===== src/inc/timer_pwm_defines.svh =====
`ifndef TIMER_PWM_DEFINES_SVH
`define TIMER_PWM_DEFINES_SVH
`define ADDR_W 12
`define OFS_CTRL 12'h000
`define OFS_LIMIT 12'h004
`define OFS_COUNT 12'h008
`define OFS_CH_CTRL 12'h010
`define OFS_CH_VALUE 12'h030
`define REG_STRIDE 12'h004
`define CTRL_FLAG 7
`define CTRL_STOP 5
`define CTRL_CLEAR 4
`define CTRL_PSEL_HI 2
`define CTRL_PSEL_LO 0
`define CH_FLAG 7
`define CH_ACTIVE 6
`define CH_MODE_HI 5
`define CH_MODE_LO 4
`define CH_ACT_HI 3
`define CH_ACT_LO 2
`define CH_TOGGLE 1
`define MODE_BUF_BIT 1
`define MODE_ONE_BIT 0
`define ACT_NONE 2'h0
`define ACT_TOGGLE 2'h1
`define ACT_CLEAR 2'h2
`define ACT_SET 2'h3
`define LIMIT_RESET 16'hFFFF
`define STOP_RESET 1'b1
`define PSEL_RESET 3'h0
`endif


===== src/inc/timer_pwm_pkg.sv =====
package timer_pwm_pkg;
   typedef enum logic [1:0] {
      MODE_OFF,
      MODE_SINGLE,
      MODE_BUFFERED
   } chanMode_t;
   typedef logic [31:0] word_t;
endpackage


===== src/inc/count_bus_if.sv =====
`timescale 1ns/1ps
interface count_bus_if #(parameter int WIDTH = 16);
   logic tick;
   logic wrap;
   logic [WIDTH-1:0] nextCount;
   modport src (output tick, output wrap, output nextCount);
   modport chan (input tick, input wrap, input nextCount);
endinterface


===== src/logic/pwm_prescaler.sv =====
`timescale 1ns/1ps
`include "timer_pwm_defines.svh"
module pwm_prescaler #(
   parameter int SELW = 3
) (
   input wire logic core_clk,
   input wire logic rst_n,
   input wire logic clear,
   input wire logic run,
   input wire logic [SELW-1:0] sel,
   output logic tick
);
   localparam int DW = (1 << SELW) - 1;
   logic [DW-1:0] div_q;
   logic [DW-1:0] mask;

   // Divides by two to the power of the select value.
   always_comb begin
      mask = DW'((1 << sel) - 1);
      tick = run && ((div_q & mask) == mask);
   end

   always_ff @(posedge core_clk) begin
      if (!rst_n || clear) begin
         div_q <= '0;
      end else if (run) begin
         div_q <= div_q + DW'(1);
      end
   end
endmodule


===== src/logic/pwm_channel.sv =====
`timescale 1ns/1ps
`include "timer_pwm_defines.svh"
module pwm_channel #(
   parameter int WIDTH = 16
) (
   input wire logic core_clk,
   input wire logic rst_n,
   count_bus_if.chan bus,
   input timer_pwm_pkg::chanMode_t mode,
   input wire logic [1:0] action,
   input wire logic toggleOnWrap,
   input wire logic [WIDTH-1:0] value,
   output logic level,
   output logic matchEv
);
   logic level_q;

   // A compare happens as the counter steps onto the compare value.
   assign matchEv = (mode != timer_pwm_pkg::MODE_OFF) && bus.tick &&
      (bus.nextCount == value);
   assign level = level_q;

   always_ff @(posedge core_clk) begin
      if (!rst_n) begin
         level_q <= 1'b0;
      end else if (matchEv && action != `ACT_NONE) begin
         case (action)
            `ACT_TOGGLE: level_q <= ~level_q;
            `ACT_CLEAR: level_q <= 1'b0;
            default: level_q <= 1'b1;
         endcase
      end else if (mode != timer_pwm_pkg::MODE_OFF && bus.wrap &&
         toggleOnWrap) begin
         level_q <= ~level_q;
      end
   end
endmodule


===== src/logic/timer_pwm_channels.sv =====
// Overview of operation
// Overflow toggles pin when toggle bit set.
// Pulse spans overflow to compare match.
// Period is limit plus one prescaled counts.
// Value 128 over 256 gives half duty.
// Unbuffered value writes act at once.
// Software shortens pulse in compare handler.
// Software lengthens pulse in overflow handler.
// Software never toggles on compare for PWM.
// Buffered bit on even channel links pair.
// Last written member controls from next overflow.
// Even control register runs pair, odd unused.
// Buffered pair releases odd pin to GPIO.
// Software writes only the inactive member.
// Software stops then clears counter first.
// Software loads period then width.
// Mode field 0:1 unbuffered, 1:0 buffered.
// Software sets toggle-on-overflow bit.
// Pin action 1:0 clears, 1:1 sets.
// Stop bit holds counter, set by reset.
// Clear bit zeroes counter, prescaler; reads zero.
// Buffered bit wins over unbuffered bit.
// Counter wraps to zero after limit, flagging.
//
// Design decisions made here: the register offsets and the APB slave port.
`timescale 1ns/1ps
`include "timer_pwm_defines.svh"
module timer_pwm_channels #(
   parameter int WIDTH = 16,
   parameter int CHANNELS = 6
) (
   input wire logic core_clk,
   input wire logic rst_n,
   input wire logic psel,
   input wire logic penable,
   input wire logic pwrite,
   input wire logic [`ADDR_W-1:0] paddr,
   input wire logic [31:0] pwdata,
   output logic pready,
   output logic [31:0] prdata,
   output logic pslverr,
   output logic [CHANNELS-1:0] chanPin,
   output logic [CHANNELS-1:0] chanPinOeN
);
   localparam int PAIRS = CHANNELS / 2;

   logic stop_q;
   logic flag_q;
   logic [2:0] prescaleSel_q;
   logic [WIDTH-1:0] limit_q;
   logic [WIDTH-1:0] count_q;
   logic [1:0] modeField_q [CHANNELS];
   logic [1:0] action_q [CHANNELS];
   logic [WIDTH-1:0] value_q [CHANNELS];
   logic [CHANNELS-1:0] toggle_q;
   logic [CHANNELS-1:0] chFlag_q;
   logic [PAIRS-1:0] lastOdd_q;
   logic [PAIRS-1:0] lastOdd_d;
   logic [PAIRS-1:0] activeOdd_q;
   logic [PAIRS-1:0] pairBuffered;

   logic access;
   logic wrEn;
   logic ctrlWr;
   logic clearPulse;
   logic tick;
   logic overflowEv;
   logic [WIDTH-1:0] nextCount;
   logic [31:0] rdData;
   logic rdHit;
   timer_pwm_pkg::chanMode_t chMode [CHANNELS];
   logic [WIDTH-1:0] chValue [CHANNELS];
   logic [CHANNELS-1:0] chLevel;
   logic [CHANNELS-1:0] chMatch;
   logic [CHANNELS-1:0] chValueWr;

   count_bus_if #(.WIDTH(WIDTH)) cbus ();

   // Matches a register of an indexed bank.
   function automatic logic regHit(input logic [`ADDR_W-1:0] addr,
      input logic [`ADDR_W-1:0] base, input int idx);
      regHit = (addr == base + `ADDR_W'(idx * `REG_STRIDE));
   endfunction

   // Works out the mode a channel really runs in.
   function automatic timer_pwm_pkg::chanMode_t decodeMode(
      input logic [1:0] field, input logic oddReleased);
      if (oddReleased) begin
         decodeMode = timer_pwm_pkg::MODE_OFF;
      end else if (field[`MODE_BUF_BIT]) begin
         decodeMode = timer_pwm_pkg::MODE_BUFFERED;
      end else if (field[`MODE_ONE_BIT]) begin
         decodeMode = timer_pwm_pkg::MODE_SINGLE;
      end else begin
         decodeMode = timer_pwm_pkg::MODE_OFF;
      end
   endfunction

   assign access = psel && penable && pready;
   assign wrEn = access && pwrite;
   assign ctrlWr = wrEn && (paddr == `OFS_CTRL);
   assign clearPulse = ctrlWr && pwdata[`CTRL_CLEAR];

   pwm_prescaler #(.SELW(3)) prescaler (
      .core_clk(core_clk),
      .rst_n(rst_n),
      .clear(clearPulse),
      .run(!stop_q),
      .sel(prescaleSel_q),
      .tick(tick)
   );

   // The period is limit plus one ticks of the prescaler.
   always_comb begin
      overflowEv = tick && !clearPulse && (count_q == limit_q);
      if (overflowEv) begin
         nextCount = '0;
      end else begin
         nextCount = count_q + WIDTH'(1);
      end
   end

   assign cbus.tick = tick && !clearPulse;
   assign cbus.wrap = overflowEv;
   assign cbus.nextCount = nextCount;

   always_ff @(posedge core_clk) begin
      if (!rst_n) begin
         count_q <= '0;
      end else if (clearPulse) begin
         count_q <= '0;
      end else if (tick) begin
         count_q <= nextCount;
      end
   end

   always_ff @(posedge core_clk) begin
      if (!rst_n) begin
         stop_q <= `STOP_RESET;
         prescaleSel_q <= `PSEL_RESET;
      end else if (ctrlWr) begin
         stop_q <= pwdata[`CTRL_STOP];
         prescaleSel_q <= pwdata[`CTRL_PSEL_HI:`CTRL_PSEL_LO];
      end
   end

   // A new overflow wins over a software clear in the same cycle.
   always_ff @(posedge core_clk) begin
      if (!rst_n) begin
         flag_q <= 1'b0;
      end else if (overflowEv) begin
         flag_q <= 1'b1;
      end else if (ctrlWr && !pwdata[`CTRL_FLAG]) begin
         flag_q <= 1'b0;
      end
   end

   always_ff @(posedge core_clk) begin
      if (!rst_n) begin
         limit_q <= `LIMIT_RESET;
      end else if (wrEn && paddr == `OFS_LIMIT) begin
         limit_q <= pwdata[WIDTH-1:0];
      end
   end

   always_comb begin
      for (int i = 0; i < CHANNELS; i++) begin
         chValueWr[i] = wrEn && regHit(paddr, `OFS_CH_VALUE, i);
      end
   end

   always_ff @(posedge core_clk) begin
      if (!rst_n) begin
         for (int i = 0; i < CHANNELS; i++) begin
            modeField_q[i] <= 2'h0;
            action_q[i] <= `ACT_NONE;
         end
         toggle_q <= '0;
      end else begin
         for (int i = 0; i < CHANNELS; i++) begin
            if (wrEn && regHit(paddr, `OFS_CH_CTRL, i)) begin
               modeField_q[i] <= pwdata[`CH_MODE_HI:`CH_MODE_LO];
               action_q[i] <= pwdata[`CH_ACT_HI:`CH_ACT_LO];
               toggle_q[i] <= pwdata[`CH_TOGGLE];
            end
         end
      end
   end

   // Value writes land at once, even mid period.
   always_ff @(posedge core_clk) begin
      if (!rst_n) begin
         for (int i = 0; i < CHANNELS; i++) begin
            value_q[i] <= '0;
         end
      end else begin
         for (int i = 0; i < CHANNELS; i++) begin
            if (chValueWr[i]) begin
               value_q[i] <= pwdata[WIDTH-1:0];
            end
         end
      end
   end

   // A compare wins over a software clear in the same cycle.
   always_ff @(posedge core_clk) begin
      if (!rst_n) begin
         chFlag_q <= '0;
      end else begin
         for (int i = 0; i < CHANNELS; i++) begin
            if (chMatch[i]) begin
               chFlag_q[i] <= 1'b1;
            end else if (wrEn && regHit(paddr, `OFS_CH_CTRL, i) &&
               !pwdata[`CH_FLAG]) begin
               chFlag_q[i] <= 1'b0;
            end
         end
      end
   end

   // Tracks which member of each pair was written last.
   always_comb begin
      for (int p = 0; p < PAIRS; p++) begin
         pairBuffered[p] = modeField_q[2*p][`MODE_BUF_BIT];
         if (chValueWr[2*p+1]) begin
            lastOdd_d[p] = 1'b1;
         end else if (chValueWr[2*p]) begin
            lastOdd_d[p] = 1'b0;
         end else begin
            lastOdd_d[p] = lastOdd_q[p];
         end
      end
   end

   // The controlling member changes only at an overflow; leaving buffered mode resets it to even at once.
   always_ff @(posedge core_clk) begin
      if (!rst_n) begin
         lastOdd_q <= '0;
         activeOdd_q <= '0;
      end else begin
         for (int p = 0; p < PAIRS; p++) begin
            if (!pairBuffered[p]) begin
               lastOdd_q[p] <= 1'b0;
               activeOdd_q[p] <= 1'b0;
            end else begin
               lastOdd_q[p] <= lastOdd_d[p];
               if (overflowEv) begin
                  activeOdd_q[p] <= lastOdd_d[p];
               end
            end
         end
      end
   end

   always_comb begin
      for (int i = 0; i < CHANNELS; i++) begin
         chMode[i] = decodeMode(modeField_q[i],
            (i % 2 == 1) && pairBuffered[i/2]);
         if (i % 2 == 0 && pairBuffered[i/2] && activeOdd_q[i/2]) begin
            chValue[i] = value_q[i+1];
         end else begin
            chValue[i] = value_q[i];
         end
      end
   end

   for (genvar g = 0; g < CHANNELS; g++) begin : gChan
      pwm_channel #(.WIDTH(WIDTH)) channel (
         .core_clk(core_clk),
         .rst_n(rst_n),
         .bus(cbus),
         .mode(chMode[g]),
         .action(action_q[g]),
         .toggleOnWrap(toggle_q[g]),
         .value(chValue[g]),
         .level(chLevel[g]),
         .matchEv(chMatch[g])
      );
   end

   // Pins follow the channel level one cycle later.
   always_ff @(posedge core_clk) begin
      if (!rst_n) begin
         chanPin <= '0;
         chanPinOeN <= '1;
      end else begin
         for (int i = 0; i < CHANNELS; i++) begin
            chanPin[i] <= chLevel[i];
            chanPinOeN[i] <= (chMode[i] == timer_pwm_pkg::MODE_OFF);
         end
      end
   end

   // Read data mux; unmapped addresses answer with an error.
   always_comb begin
      rdData = '0;
      rdHit = 1'b0;
      if (paddr == `OFS_CTRL) begin
         rdHit = 1'b1;
         rdData[`CTRL_FLAG] = flag_q;
         rdData[`CTRL_STOP] = stop_q;
         rdData[`CTRL_PSEL_HI:`CTRL_PSEL_LO] = prescaleSel_q;
      end else if (paddr == `OFS_LIMIT) begin
         rdHit = 1'b1;
         rdData[WIDTH-1:0] = limit_q;
      end else if (paddr == `OFS_COUNT) begin
         rdHit = 1'b1;
         rdData[WIDTH-1:0] = count_q;
      end else begin
         for (int i = 0; i < CHANNELS; i++) begin
            if (regHit(paddr, `OFS_CH_CTRL, i)) begin
               rdHit = 1'b1;
               rdData[`CH_FLAG] = chFlag_q[i];
               rdData[`CH_MODE_HI:`CH_MODE_LO] = modeField_q[i];
               rdData[`CH_ACT_HI:`CH_ACT_LO] = action_q[i];
               rdData[`CH_TOGGLE] = toggle_q[i];
               if (i % 2 == 0) begin
                  rdData[`CH_ACTIVE] = activeOdd_q[i/2];
               end
            end else if (regHit(paddr, `OFS_CH_VALUE, i)) begin
               rdHit = 1'b1;
               rdData[WIDTH-1:0] = value_q[i];
            end
         end
      end
   end

   // One wait state: the answer comes in the second access cycle.
   always_ff @(posedge core_clk) begin
      if (!rst_n) begin
         pready <= 1'b0;
         prdata <= '0;
         pslverr <= 1'b0;
      end else if (psel && penable && !pready) begin
         pready <= 1'b1;
         prdata <= pwrite ? 32'h00000000 : rdData;
         pslverr <= !rdHit;
      end else begin
         pready <= 1'b0;
         pslverr <= 1'b0;
      end
   end
endmodule


===== config.mk =====
export PLATFORM = sky130hd
export DESIGN_NAME = timer_pwm_channels
export DESIGN_NICKNAME = d
export VERILOG_FILES = /design/src/inc/timer_pwm_pkg.sv /design/src/inc/count_bus_if.sv /design/src/logic/pwm_prescaler.sv /design/src/logic/pwm_channel.sv /design/src/logic/timer_pwm_channels.sv
export VERILOG_INCLUDE_DIRS = /design/src /design/src/inc
export SDC_FILE = /design/constraint.sdc
export NUM_CORES = 1
export LEC_CHECK = 0
export ABC_CLOCK_PERIOD_IN_PS = 5100
export BUFFER_PORTS_ARGS = -buffer_cell sky130_fd_sc_hd__buf_2
export CAP_MARGIN = 5
export CORE_UTILIZATION = 51
export CTS_CLUSTER_DIAMETER = 150
export DETAILED_ROUTE_END_ITERATION = 10
export GPL_TIMING_DRIVEN = 0
export PLACE_DENSITY = 0.79
export SYNTH_ARGS = -nofsm -noshare
export SYNTH_HDL_FRONTEND = slang
export SYNTH_SLANG_ARGS = --single-unit

===== constraint.sdc =====
create_clock -name core_clk -period 5.1 [get_ports core_clk]
set_input_delay 0.765 -clock core_clk [delete_from_list [all_inputs] [get_ports core_clk]]
set_output_delay 0.765 -clock core_clk [all_outputs]
set_load 0.01 [all_outputs]

After elaboration in Yosys (flattened, before gate mapping)
Memory sizes are Yosys's and may differ from the RTL's.
Cells that the tools add are included.
- register bits: 114
- memory bits (writable): 120
- bits of input ports: 49
- output and inout bits: 46
- word-level logic and storage cells: 408
- memories: 3
- add/subtract/negate cells: 3
- equality and inequality tests: 34
- shift operators: 1
- mux-type cells: 200
- bitwise operators: 26
- reductions and logical operators: 106
- memory list (memory ; words ; width ; read ports ; clocked after memory_dff ; write ports ; line ; source):
    value_q ; 6 ; 16 ; 6 ; 0 ; 6 ; timer_pwm_channels.sv:54 ; logic [WIDTH-1:0] value_q [CHANNELS];
    action_q ; 6 ; 2 ; 6 ; 0 ; 6 ; timer_pwm_channels.sv:53 ; logic [1:0] action_q [CHANNELS];
    modeField_q ; 6 ; 2 ; 6 ; 0 ; 6 ; timer_pwm_channels.sv:52 ; logic [1:0] modeField_q [CHANNELS];
- operator list (kind ; number):
    16-bit 2-to-1 mux ; 31
    8-bit 2-to-1 mux ; 16
    1-bit 2-to-1 mux ; 115
    16-bit equality test ; 7
    12-bit by 6-bit equality test with 1-bit output (second input constant) ; 6
    1-bit logical AND ; 62
    2-bit nonzero test ; 25
    12-bit by 5-bit equality test with 1-bit output (second input constant) ; 4
    2-bit 2-to-1 mux ; 22
    7-bit 2-to-1 mux ; 6
    12-bit by 7-bit equality test with 1-bit output (second input constant) ; 2
    1-bit OR ; 18
    16-bit by 1-bit adder with 16-bit output (second input constant) ; 1
    5-bit 2-to-1 mux ; 3
    12-bit by 3-bit equality test with 1-bit output (second input constant) ; 1
    12-bit by 4-bit equality test with 1-bit output (second input constant) ; 1
    2-bit by 1-bit equality test with 1-bit output (second input constant) ; 6
    2-bit equality test (second input constant) ; 6
    12-bit zero test ; 1
    2-bit zero test ; 6
    1-bit one-hot mux with 2 select lines ; 6
    2-bit AND reduction ; 4
    7-bit by 1-bit adder with 7-bit output (second input constant) ; 1
    7-bit bitwise AND ; 1
    other kinds (8) ; 19

Depth between registers and ports, before layout
Gate-level depths: netlist of the first run.
- depth in word-level cells: 38
- gate-level depth with buffers: 16
- mapped depth without buffers: 12

By module
From an unflattened synthesis of the first run, not the netlist that was laid out.
- cell total of the unflattened synthesis: 1392
- area, all modules: 13016.2 sq um
- modules (own cells, without submodules) (module ; times used ; cells each ; area an instance (sq um) ; seq. area each (sq um)):
    timer_pwm_channels ; 1 ; 1125 ; 10989.3 ; 5305.1
    pwm_channel ; 6 ; 36 ; 267.8 ; 20.0
    pwm_prescaler ; 1 ; 51 ; 420.4 ; 140.1

Worst setup path after synthesis of the first run
Ideal clock, no wire load.
- path kind: input port to flip-flop
- start point: in paddr[9]
- end point: mem value_q[3][0], enable pin
- data arrival time: 3.265 ns
- path slack: 1.424 ns
- cell stages on the path: 5
- path buffers: 1
- cells stage by stage: or4_1 -> nor2_1 -> nand4_1 -> clkbuf_1 -> o21ai_0
- RTL lines (what ; line ; source):
    from (decl) ; timer_pwm_channels.sv:37 ; input wire logic [`ADDR_W-1:0] paddr,
    to (decl) ; timer_pwm_channels.sv:54 ;

Final worst setup path of the first run
- start point: reg prescaleSel_q[2]
- end point: reg gChan[2].channel.level_q
- longest elaborated chain between the ends: 12
- elaborated cells on any way between the ends: 16
- those cells by class: add/sub (1); eq/ne (2); shift (1); mux (2); bitwise (1); reduce/logical (9)
- RTL lines (what ; line ; source):
    from (decl) ; timer_pwm_channels.sv:49 ; logic [2:0] prescaleSel_q;
    from (signal assigned) ; timer_pwm_channels.sv:140 ; prescaleSel_q <= `PSEL_RESET;
    from (signal assigned) ; timer_pwm_channels.sv:143 ; prescaleSel_q <= pwdata[`CTRL_PSEL_HI:`CTRL_PSEL_LO];
    1-bit by 3-bit << shifter with 7-bit output (*) ; pwm_prescaler.sv:19 ; mask = DW'((1 << sel) - 1);
    7-bit by 2-bit subtractor with 7-bit output (*) ; pwm_prescaler.sv:19 ;
    7-bit bitwise AND ; pwm_prescaler.sv:20 ; tick = run && ((div_q & mask) == mask);
    7-bit equality test (*) ; pwm_prescaler.sv:20 ;
    1-bit logical AND (*) ; pwm_prescaler.sv:20 ;
    1-bit logical AND (*) ; timer_pwm_channels.sv:115, timer_pwm_channels.sv:123 ;
    1-bit logical AND ; timer_pwm_channels.sv:115 ; overflowEv = tick && !clearPulse && (count_q == limit_q);
    16-bit 2-to-1 mux ; timer_pwm_channels.sv:116 ; if (overflowEv) begin
    16-bit equality test ; pwm_channel.sv:20 ; (bus.nextCount == value);
    1-bit logical AND ; pwm_channel.sv:19 ; assign matchEv = (mode != timer_pwm_pkg::MODE_OFF) && bus.tick &&
    1-bit logical AND (no line) ; - ;
    1-bit 2-to-1 mux / 2-bit nonzero test (equally long branches) ; - ;
    to (signal assigned) ; pwm_channel.sv:28 ; `ACT_TOGGLE: level_q <= ~level_q;
    to (signal assigned) ; pwm_channel.sv:34 ; level_q <= ~level_q;
    to (decl) ; pwm_channel.sv:16 ; logic level_q;
Every way passes the cells marked *; elsewhere a longest branch is shown, timed or not.
A chain may end at the register's enable or synchronous reset.

==> results of run 1 <==
kinds of logic (layout without fill, tap and decap cells):
family	after synthesis	count (layout)
fa+ha+maj	3	3
xor+xnor	66	66
compound gates	361	361
mux	59	59
flops	218	218
simple gates	586	586
buf+inv	146	257
other cells	1	16
worst max-delay path by stage:
stage,from,to,slack (ns),depth (start not counted)
finish,prescaleSel_q[2],gChan[2].channel.level,0.18,15
global route,prescaleSel_q[2],gChan[4].channel.level,0.03,16
CTS,prescaleSel_q[2],count_q[14],0.04,15
detailed placement,paddr[9],gChan[0].channel.level,0.05,11
global placement,paddr[9],gChan[0].channel.level,0.01,11
floorplan,paddr[9],value_q[3][0],1.42,5
critical path, delay by kind of cell, from the launching register on:
kind / cells / cell delay, ns
fa+ha+maj: 1 / 0.26
compound gates: 7 / 2.11
simple gates: 3 / 1.20
flops: 1 / 0.29
buf+inv: 4 / 0.94
cell type report:
| type | count | area, µm² | share of cell area (%) |
|---|---|---|---|
| tap | 330 | 412.9 | 2.827 |
| clock buffer | 34 | 700.7 | 4.797 |
| buffer | 121 | 563.0 | 3.854 |
| sequential | 218 | 5565 | 38.10 |
| inverter | 25 | 93.84 | 0.6424 |
| timing repair buffer | 66 | 345.3 | 2.364 |
| clock inverter | 11 | 80.08 | 0.5482 |
| multi-input combinational | 1091 | 6847 | 46.87 |
cells in the mapped netlist (all sizes together), types with 6 or more instances:
cell type	n	area [µm²]
a2111oi	7	86.33
a211oi	8	60.06
a21boi	6	45.04
a21o	7	52.55
a21oi	80	400.4
a221oi	18	157.7
a222oi	17	170.2
a22o	8	70.07
a22oi	10	75.07
a31oi	21	131.4
and2	8	52.56
and3	106	663.1
and4	9	78.83
buf	47	284.0
clkbuf	74	277.8
dfxtp	98	1962
edfxtp	120	3603
inv	25	93.84
mux2	9	101.4
mux2i	50	500.5
nand2	128	480.5
nand3	51	267.8
nand4	20	146.4
nor2	142	533.0
nor2b	9	56.30
nor3	38	206.5
nor4	24	198.9
nor4b	9	78.83
o211ai	6	45.04
o21a	6	45.04
o21ai	80	400.4
o221ai	12	105.1
o22ai	22	137.6
o32ai	6	52.55
or2	8	50.05
or3	14	87.58
or4	9	67.56
xnor2	36	315.3
xor2	28	245.2
layer usage:
metal  global-route usage, %  vias up
li1                        -     5637
met5                       0        -
met2                   65.83      999
met3                   7.807      167
met1                   55.01     6269
met4                   19.13        0
flip-flops by register name (all words and copies together) (netlist names):
name,flops
action_q,12
activeOdd_q,3
chFlag_q,6
chanPin,6
chanPinOeN,6
count_q,16
flag_q,1
gChan.channel.level,6
lastOdd_q,3
limit_q,16
modeField_q,12
prdata,16
pready,1
prescaleSel_q,3
prescaler.div_q,7
pslverr,1
stop_q,1
toggle_q,6
value_q,96
per-stage QoR:
step	hold slack (ns)	power, mW	cell area, µm²
floorplan	0.4372	2.054	13050
global placement	0.4312	2.162	13770
detailed placement	0.4373	2.165	13800
CTS	0.4511	3.874	14580
global route	0.4740	3.955	14610
finish	0.4509	3.901	14610
repair_timing:
item / in CTS / in global routing
setup endpoints to repair: 0 / 17
resized for setup: 0 / 2
buffers inserted: 0 / 2
where the power goes:
group	total, mW	switching, mW	internal [mW]
Clock	1.76	0.754	1.01
Sequential	1.93	0.0451	1.88
Combinational	0.211	0.150	0.0609
Total	3.90	0.949	2.95
==> qor.yml, run 1 <==
status: "finished, final reports clean"
slew_violations: 0
criticalPathCategory: "reg2reg"
hold_path.startpoint: "prdata[6]"
wl_um: 55250
worst-r2r-cell-count: 15
min_path_type: "reg2reg"
dp_slack_ns: 0.04927
die_x_um: 161.6
final_util_pct: 58.18
num_vias: 13070
rows: 58
max-clock-path-buffers: 3
fin_skew_ns: 0.01592
postSynth.asyncResetShare_pct: 0
finalNonFillerCells: 1896
antenna_found_initial: 1
yosys.cell_types.count: 83
slowest_stage: "nor4_4"
ys.flop_type: "edfxtp_1"
critPathMaxFanout: 10
synth_top_family_by_area: "simple AND/OR/NAND/NOR gates"
synth.avg_cell_area_um2: 9.025
power.density_nw_per_um2: 267.1
vdd.ir_drop.worst_v: 0.0002751
hold_depth: 1
fillers: 2301
min_period_ns: 4.923
p_leak_nw: 5.842
n_antenna_cell: 0
reg2reg_slack_ns: 0.18
clkLatencyLatePin_ns: 0.55
syn_area_um2: 13000
ys_seq_area_share_pct: 42.82
worst_slew_pin_slew_ns: 1.271
worstPathCellList: "buf_2 -> nor3_1 -> inv_1 -> ha_1 -> nor2b_1 -> a2111oi_2 -> o221ai_1 -> nor4_4 -> buf_4 -> buf_2 -> o21ai_0 -> a222oi_1 -> o2111a_1 -> a31oi_1 -> o21bai_1"
place.port_buffers: 60
syn_inst: 1440
min_period_over_period_pct: 96.53
synthSimpleGateAreaFrac_pct: 23.47
die_area_um2: 26130
cpMostUsedCell: "buf_2"
drive_gt1_share_pct: 11.37
synth-edff-count: 120
final_cell_mix: "nor2_1 (142), nand2_1 (128), edfxtp_1 (120)"
die_y_um: 161.6
r2r-start: "prescaleSel_q[2]"
cts_tree: "done"
start_kind: "register"
synth_compound_area_share_pct: 19.05
ios: 95
wl_met3_um: 6587
setup_ws_ns: 0.1770
dp_hpwl_um: 42350
setup_viol: 0
drc_errors: 0
met1_length_um: 20990
area_delta_synth_final_pct: 12.40
drt_iter0_markers: 2144
slew_headroom_pct: 14.69
synth-seq-cells: 218
cts.htree.levels: 1
dp_cells: 1849
critPathMaxStageDelay_ns: 0.66
grt_usage_pct: 41.56
hold_violations: 0
muxShareOfSynthArea_pct: 4.631
clock.fmax_mhz: 203.1
rsz0062_at_grt: "no"
nets: 1600
grt_max_degree: 17
clkTransAtPathRegs_ns: 0.06
start_util_pct: 51.76
hold_buffers: 0
grt_overflow: 0
grt_pass1_vias: 11720
ant_nets: 0
worstHoldEndpoint: "prdata[6]"
synth-xor-area-share_pct: 4.660
rr_endpoint: "gChan[2].channel.level"
end_kind: "register"
grt_pass1_wl_um: 78200
cts_buffers: 25
gp_congestion: 1.019
core_um2: 25110
synthAdderAreaFrac_pct: 0.2888
numClockSinks: 218
timing.setup.tns_ns: 0
first_pass_iters: 8
crit_arrival_ns: 5.35
root_buffer: "clkbuf_16"
wl_per_cell_um: 29.14
dr_wl_met2_um: 24720
layout_commonest_cell: "nor2_1"
top_layer_used: "met4"
yosysWarnings: 0
drt-vias-per-instance: 6.895
critPathRequiredTime_ns: 5.52
maxCapViolCount: 0
Note: power is estimated with default switching activity, not from simulation.
==> run 2: changes to the inputs <==
--- a/config.mk
+++ b/config.mk
@@ -9,6 +9,7 @@
 export ABC_CLOCK_PERIOD_IN_PS = 5100
 export BUFFER_PORTS_ARGS = -buffer_cell sky130_fd_sc_hd__buf_2
 export CAP_MARGIN = 5
+export CORE_MARGIN = 2
 export CORE_UTILIZATION = 51
 export CTS_CLUSTER_DIAMETER = 150
 export DETAILED_ROUTE_END_ITERATION = 10
==> qor.yml, run 2 (synthesized netlist as in run 1, its figures left out) <==
ant_nets: 0  # unchanged
crit_arrival_ns: 5.44  # was 5.35 ns
switching_share_pct: 24.28  # was 24.33%
criticalPathCategory: "reg2reg"  # unchanged
clkLatencyLatePin_ns: 0.56  # was 0.55 ns
num_vias: 13240  # was 13070
final_cell_mix: "nor2_1 (142), nand2_1 (128), edfxtp_1 (120)"  # unchanged
multi_input_area_um2: 6854  # was 6847 µm²
fin_skew_ns: 0.01921  # was 0.01592 ns
hold_violations: 0  # unchanged
cpMostUsedCell: "inv_1"  # was buf_2
antenna_found_initial: 3  # was 1
rows: 58  # unchanged
end_kind: "register"  # unchanged
clock.fmax_mhz: 199.9  # was 203.1 MHz
finalNonFillerCells: 1897  # was 1896
critPathRequiredTime_ns: 5.54  # was 5.52 ns
numClockSinks: 218  # unchanged
nets: 1597  # was 1600
first_pass_iters: 9  # was 8
maxCapViolCount: 0  # unchanged
root_buffer: "clkbuf_16"  # unchanged
min_period_ns: 5.002  # was 4.923 ns
total_power_mw: 4.030  # was 3.901 mW
start_kind: "register"  # unchanged
hold_depth: 1  # unchanged
grt_pass1_wl_um: 78270  # was 78200 µm
cts.htree.levels: 1  # unchanged
grt_max_degree: 17  # unchanged
cts_buffers: 25  # unchanged
clkPwrFrac_pct: 46.8  # was 45.1%
worst-r2r-cell-count: 14  # was 15
critPathMaxStageDelay_ns: 0.86  # was 0.66 ns
p_leak_nw: 5.866  # was 5.842 nW
place.port_buffers: 60  # unchanged
core_um2: 25110  # unchanged
area_delta_synth_final_pct: 13.00  # was 12.40%
min_period_over_period_pct: 98.07  # was 96.53%
combPwrFrac_pct: 5.3  # was 5.4%
clkTransAtPathRegs_ns: 0.06  # about the same
rsz0062_at_grt: "no"  # unchanged
power.share.sequential_pct: 47.9  # was 49.4%
slew_violations: 0  # unchanged
intPower_mw: 3.051  # was 2.952 mW
drc_errors: 0  # unchanged
dp_hpwl_um: 41600  # was 42350 µm
switchingPower_uw: 978.4  # was 949.1 µW
worstPathCellList: "buf_2 -> nor3_1 -> inv_1 -> ha_1 -> inv_1 -> o221ai_1 -> o31ai_1 -> nand4_1 -> clkbuf_1 -> nand3_1 -> o2111ai_1 -> nor4_2 -> a211oi_1 -> a41o_1"  # was buf_2 -> nor3_1 -> inv_1 -> ha_1 -> nor2b_1 -> a2111oi_2 -> o221ai_1 -> nor4_4 -> buf_4 -> buf_2 -> o21ai_0 -> a222oi_1 -> o2111a_1 -> a31oi_1 -> o21bai_1
wl_um: 54680  # was 55250 µm
worst_slew_pin_slew_ns: 1.290  # was 1.271 ns
vdd.ir_drop.worst_v: 0.0002781  # was 0.0002751 V
timing.setup.tns_ns: 0  # unchanged
drt-vias-per-instance: 6.981  # was 6.895
slew_headroom_pct: 13.68  # was 14.69%
cts_tree: "done"  # unchanged
holdWs_ns: 0.4534  # was 0.4509 ns
gp_congestion: 1.079  # was 1.019
layout_commonest_cell: "nor2_1"  # unchanged
die_area_um2: 26780  # was 26130 µm²
largest_register_ffs: 96  # unchanged
register_area_um2: 5565  # unchanged
start_util_pct: 51.76  # unchanged
grt_usage_pct: 40.03  # was 41.56%
drt_iter0_markers: 2554  # was 2144
slowest_stage: "nand4_1"  # was nor4_4
cts_setup_buffers: 0  # unchanged
ios: 95  # unchanged
wl_per_cell_um: 28.82  # was 29.14 µm
max-clock-path-buffers: 3  # unchanged
final_util_pct: 58.49  # was 58.18%
fillers: 2247  # was 2301
power.density_nw_per_um2: 274.4  # was 267.1 nW/µm²
setup_viol: 0  # unchanged
critPathMaxFanout: 10  # unchanged
die_x_um: 163.6  # was 161.6 µm
drive_gt1_share_pct: 11.51  # was 11.37%
min_path_type: "reg2reg"  # unchanged
grt_pass1_vias: 11950  # was 11720
grt_overflow: 0  # unchanged
regMostFlops: "value_q"  # unchanged
dp_cells: 1848  # was 1849
status: "finished, final reports clean"  # unchanged
die_y_um: 163.6  # was 161.6 µm
## run 2: layer usage
layer	vias up	global-route usage, %	wire length [µm]
li1	5655	-	-
met1	6214	53.42	20320
met2	1154	62.11	23950
met3	220	8.380	7157
met4	0	19.02	3253
met5	-	0	0
## run 2: final timing paths
| path | to | from | slack [ns] |
|---|---|---|---|
| hold / removal | prdata[6] | prdata[6] | 0.45 |
| setup reg to reg | gChan[0].channel.level | prescaleSel_q[2] | 0.1 |
| setup / recovery | gChan[0].channel.level | prescaleSel_q[2] | 0.1 |
| hold reg to reg | prdata[6] | prdata[6] | 0.45 |
## run 2: power by group through the flow
| stage | Clock [mW] | Combinational, mW | Sequential [mW] |
|---|---|---|---|
| final | 1.89 | 0.212 | 1.93 |
| after floorplan | 0 | 0.112 | 1.94 |
| after global routing | 1.94 | 0.221 | 1.93 |
| after detailed placement | 0 | 0.202 | 1.96 |
| after CTS | 1.87 | 0.203 | 1.93 |
| after global placement | 0 | 0.197 | 1.96 |
## run 2: timing repair
action,in CTS,in global routing
endpoints found under the setup margin,0,5
gates resized for setup,0,1
hold buffers,0,0
## run 2: cell type report
class	count	area share, %
antenna	3	0.05112
tap	330	2.812
timing repair buffer	63	2.249
clock inverter	8	0.5538
sequential	218	37.90
multi-input combinational	1091	46.67
buffer	121	3.826
clock buffer	38	5.299
inverter	25	0.6390
## run 2: critical path: cells and delay by family (launching register included)
kind                       cells  cell delay [ns]
AOI/OAI and AO/OA              5             1.31
adders and majority gates      1             0.26
buffers and inverters          4             0.96
DFF                            1             0.29
and+or+nand+nor                4             2.05
## run 2: per-stage QoR
step           setup slack, ns  instance area (µm²)
2_1_floorplan            1.424                13050
3_3_place_gp           -0.1226                13770
3_5_place_dp            0.1043                13810
4_1_cts                 0.3310                14670
5_1_grt                0.03719                14680
6_report               0.09818                14690
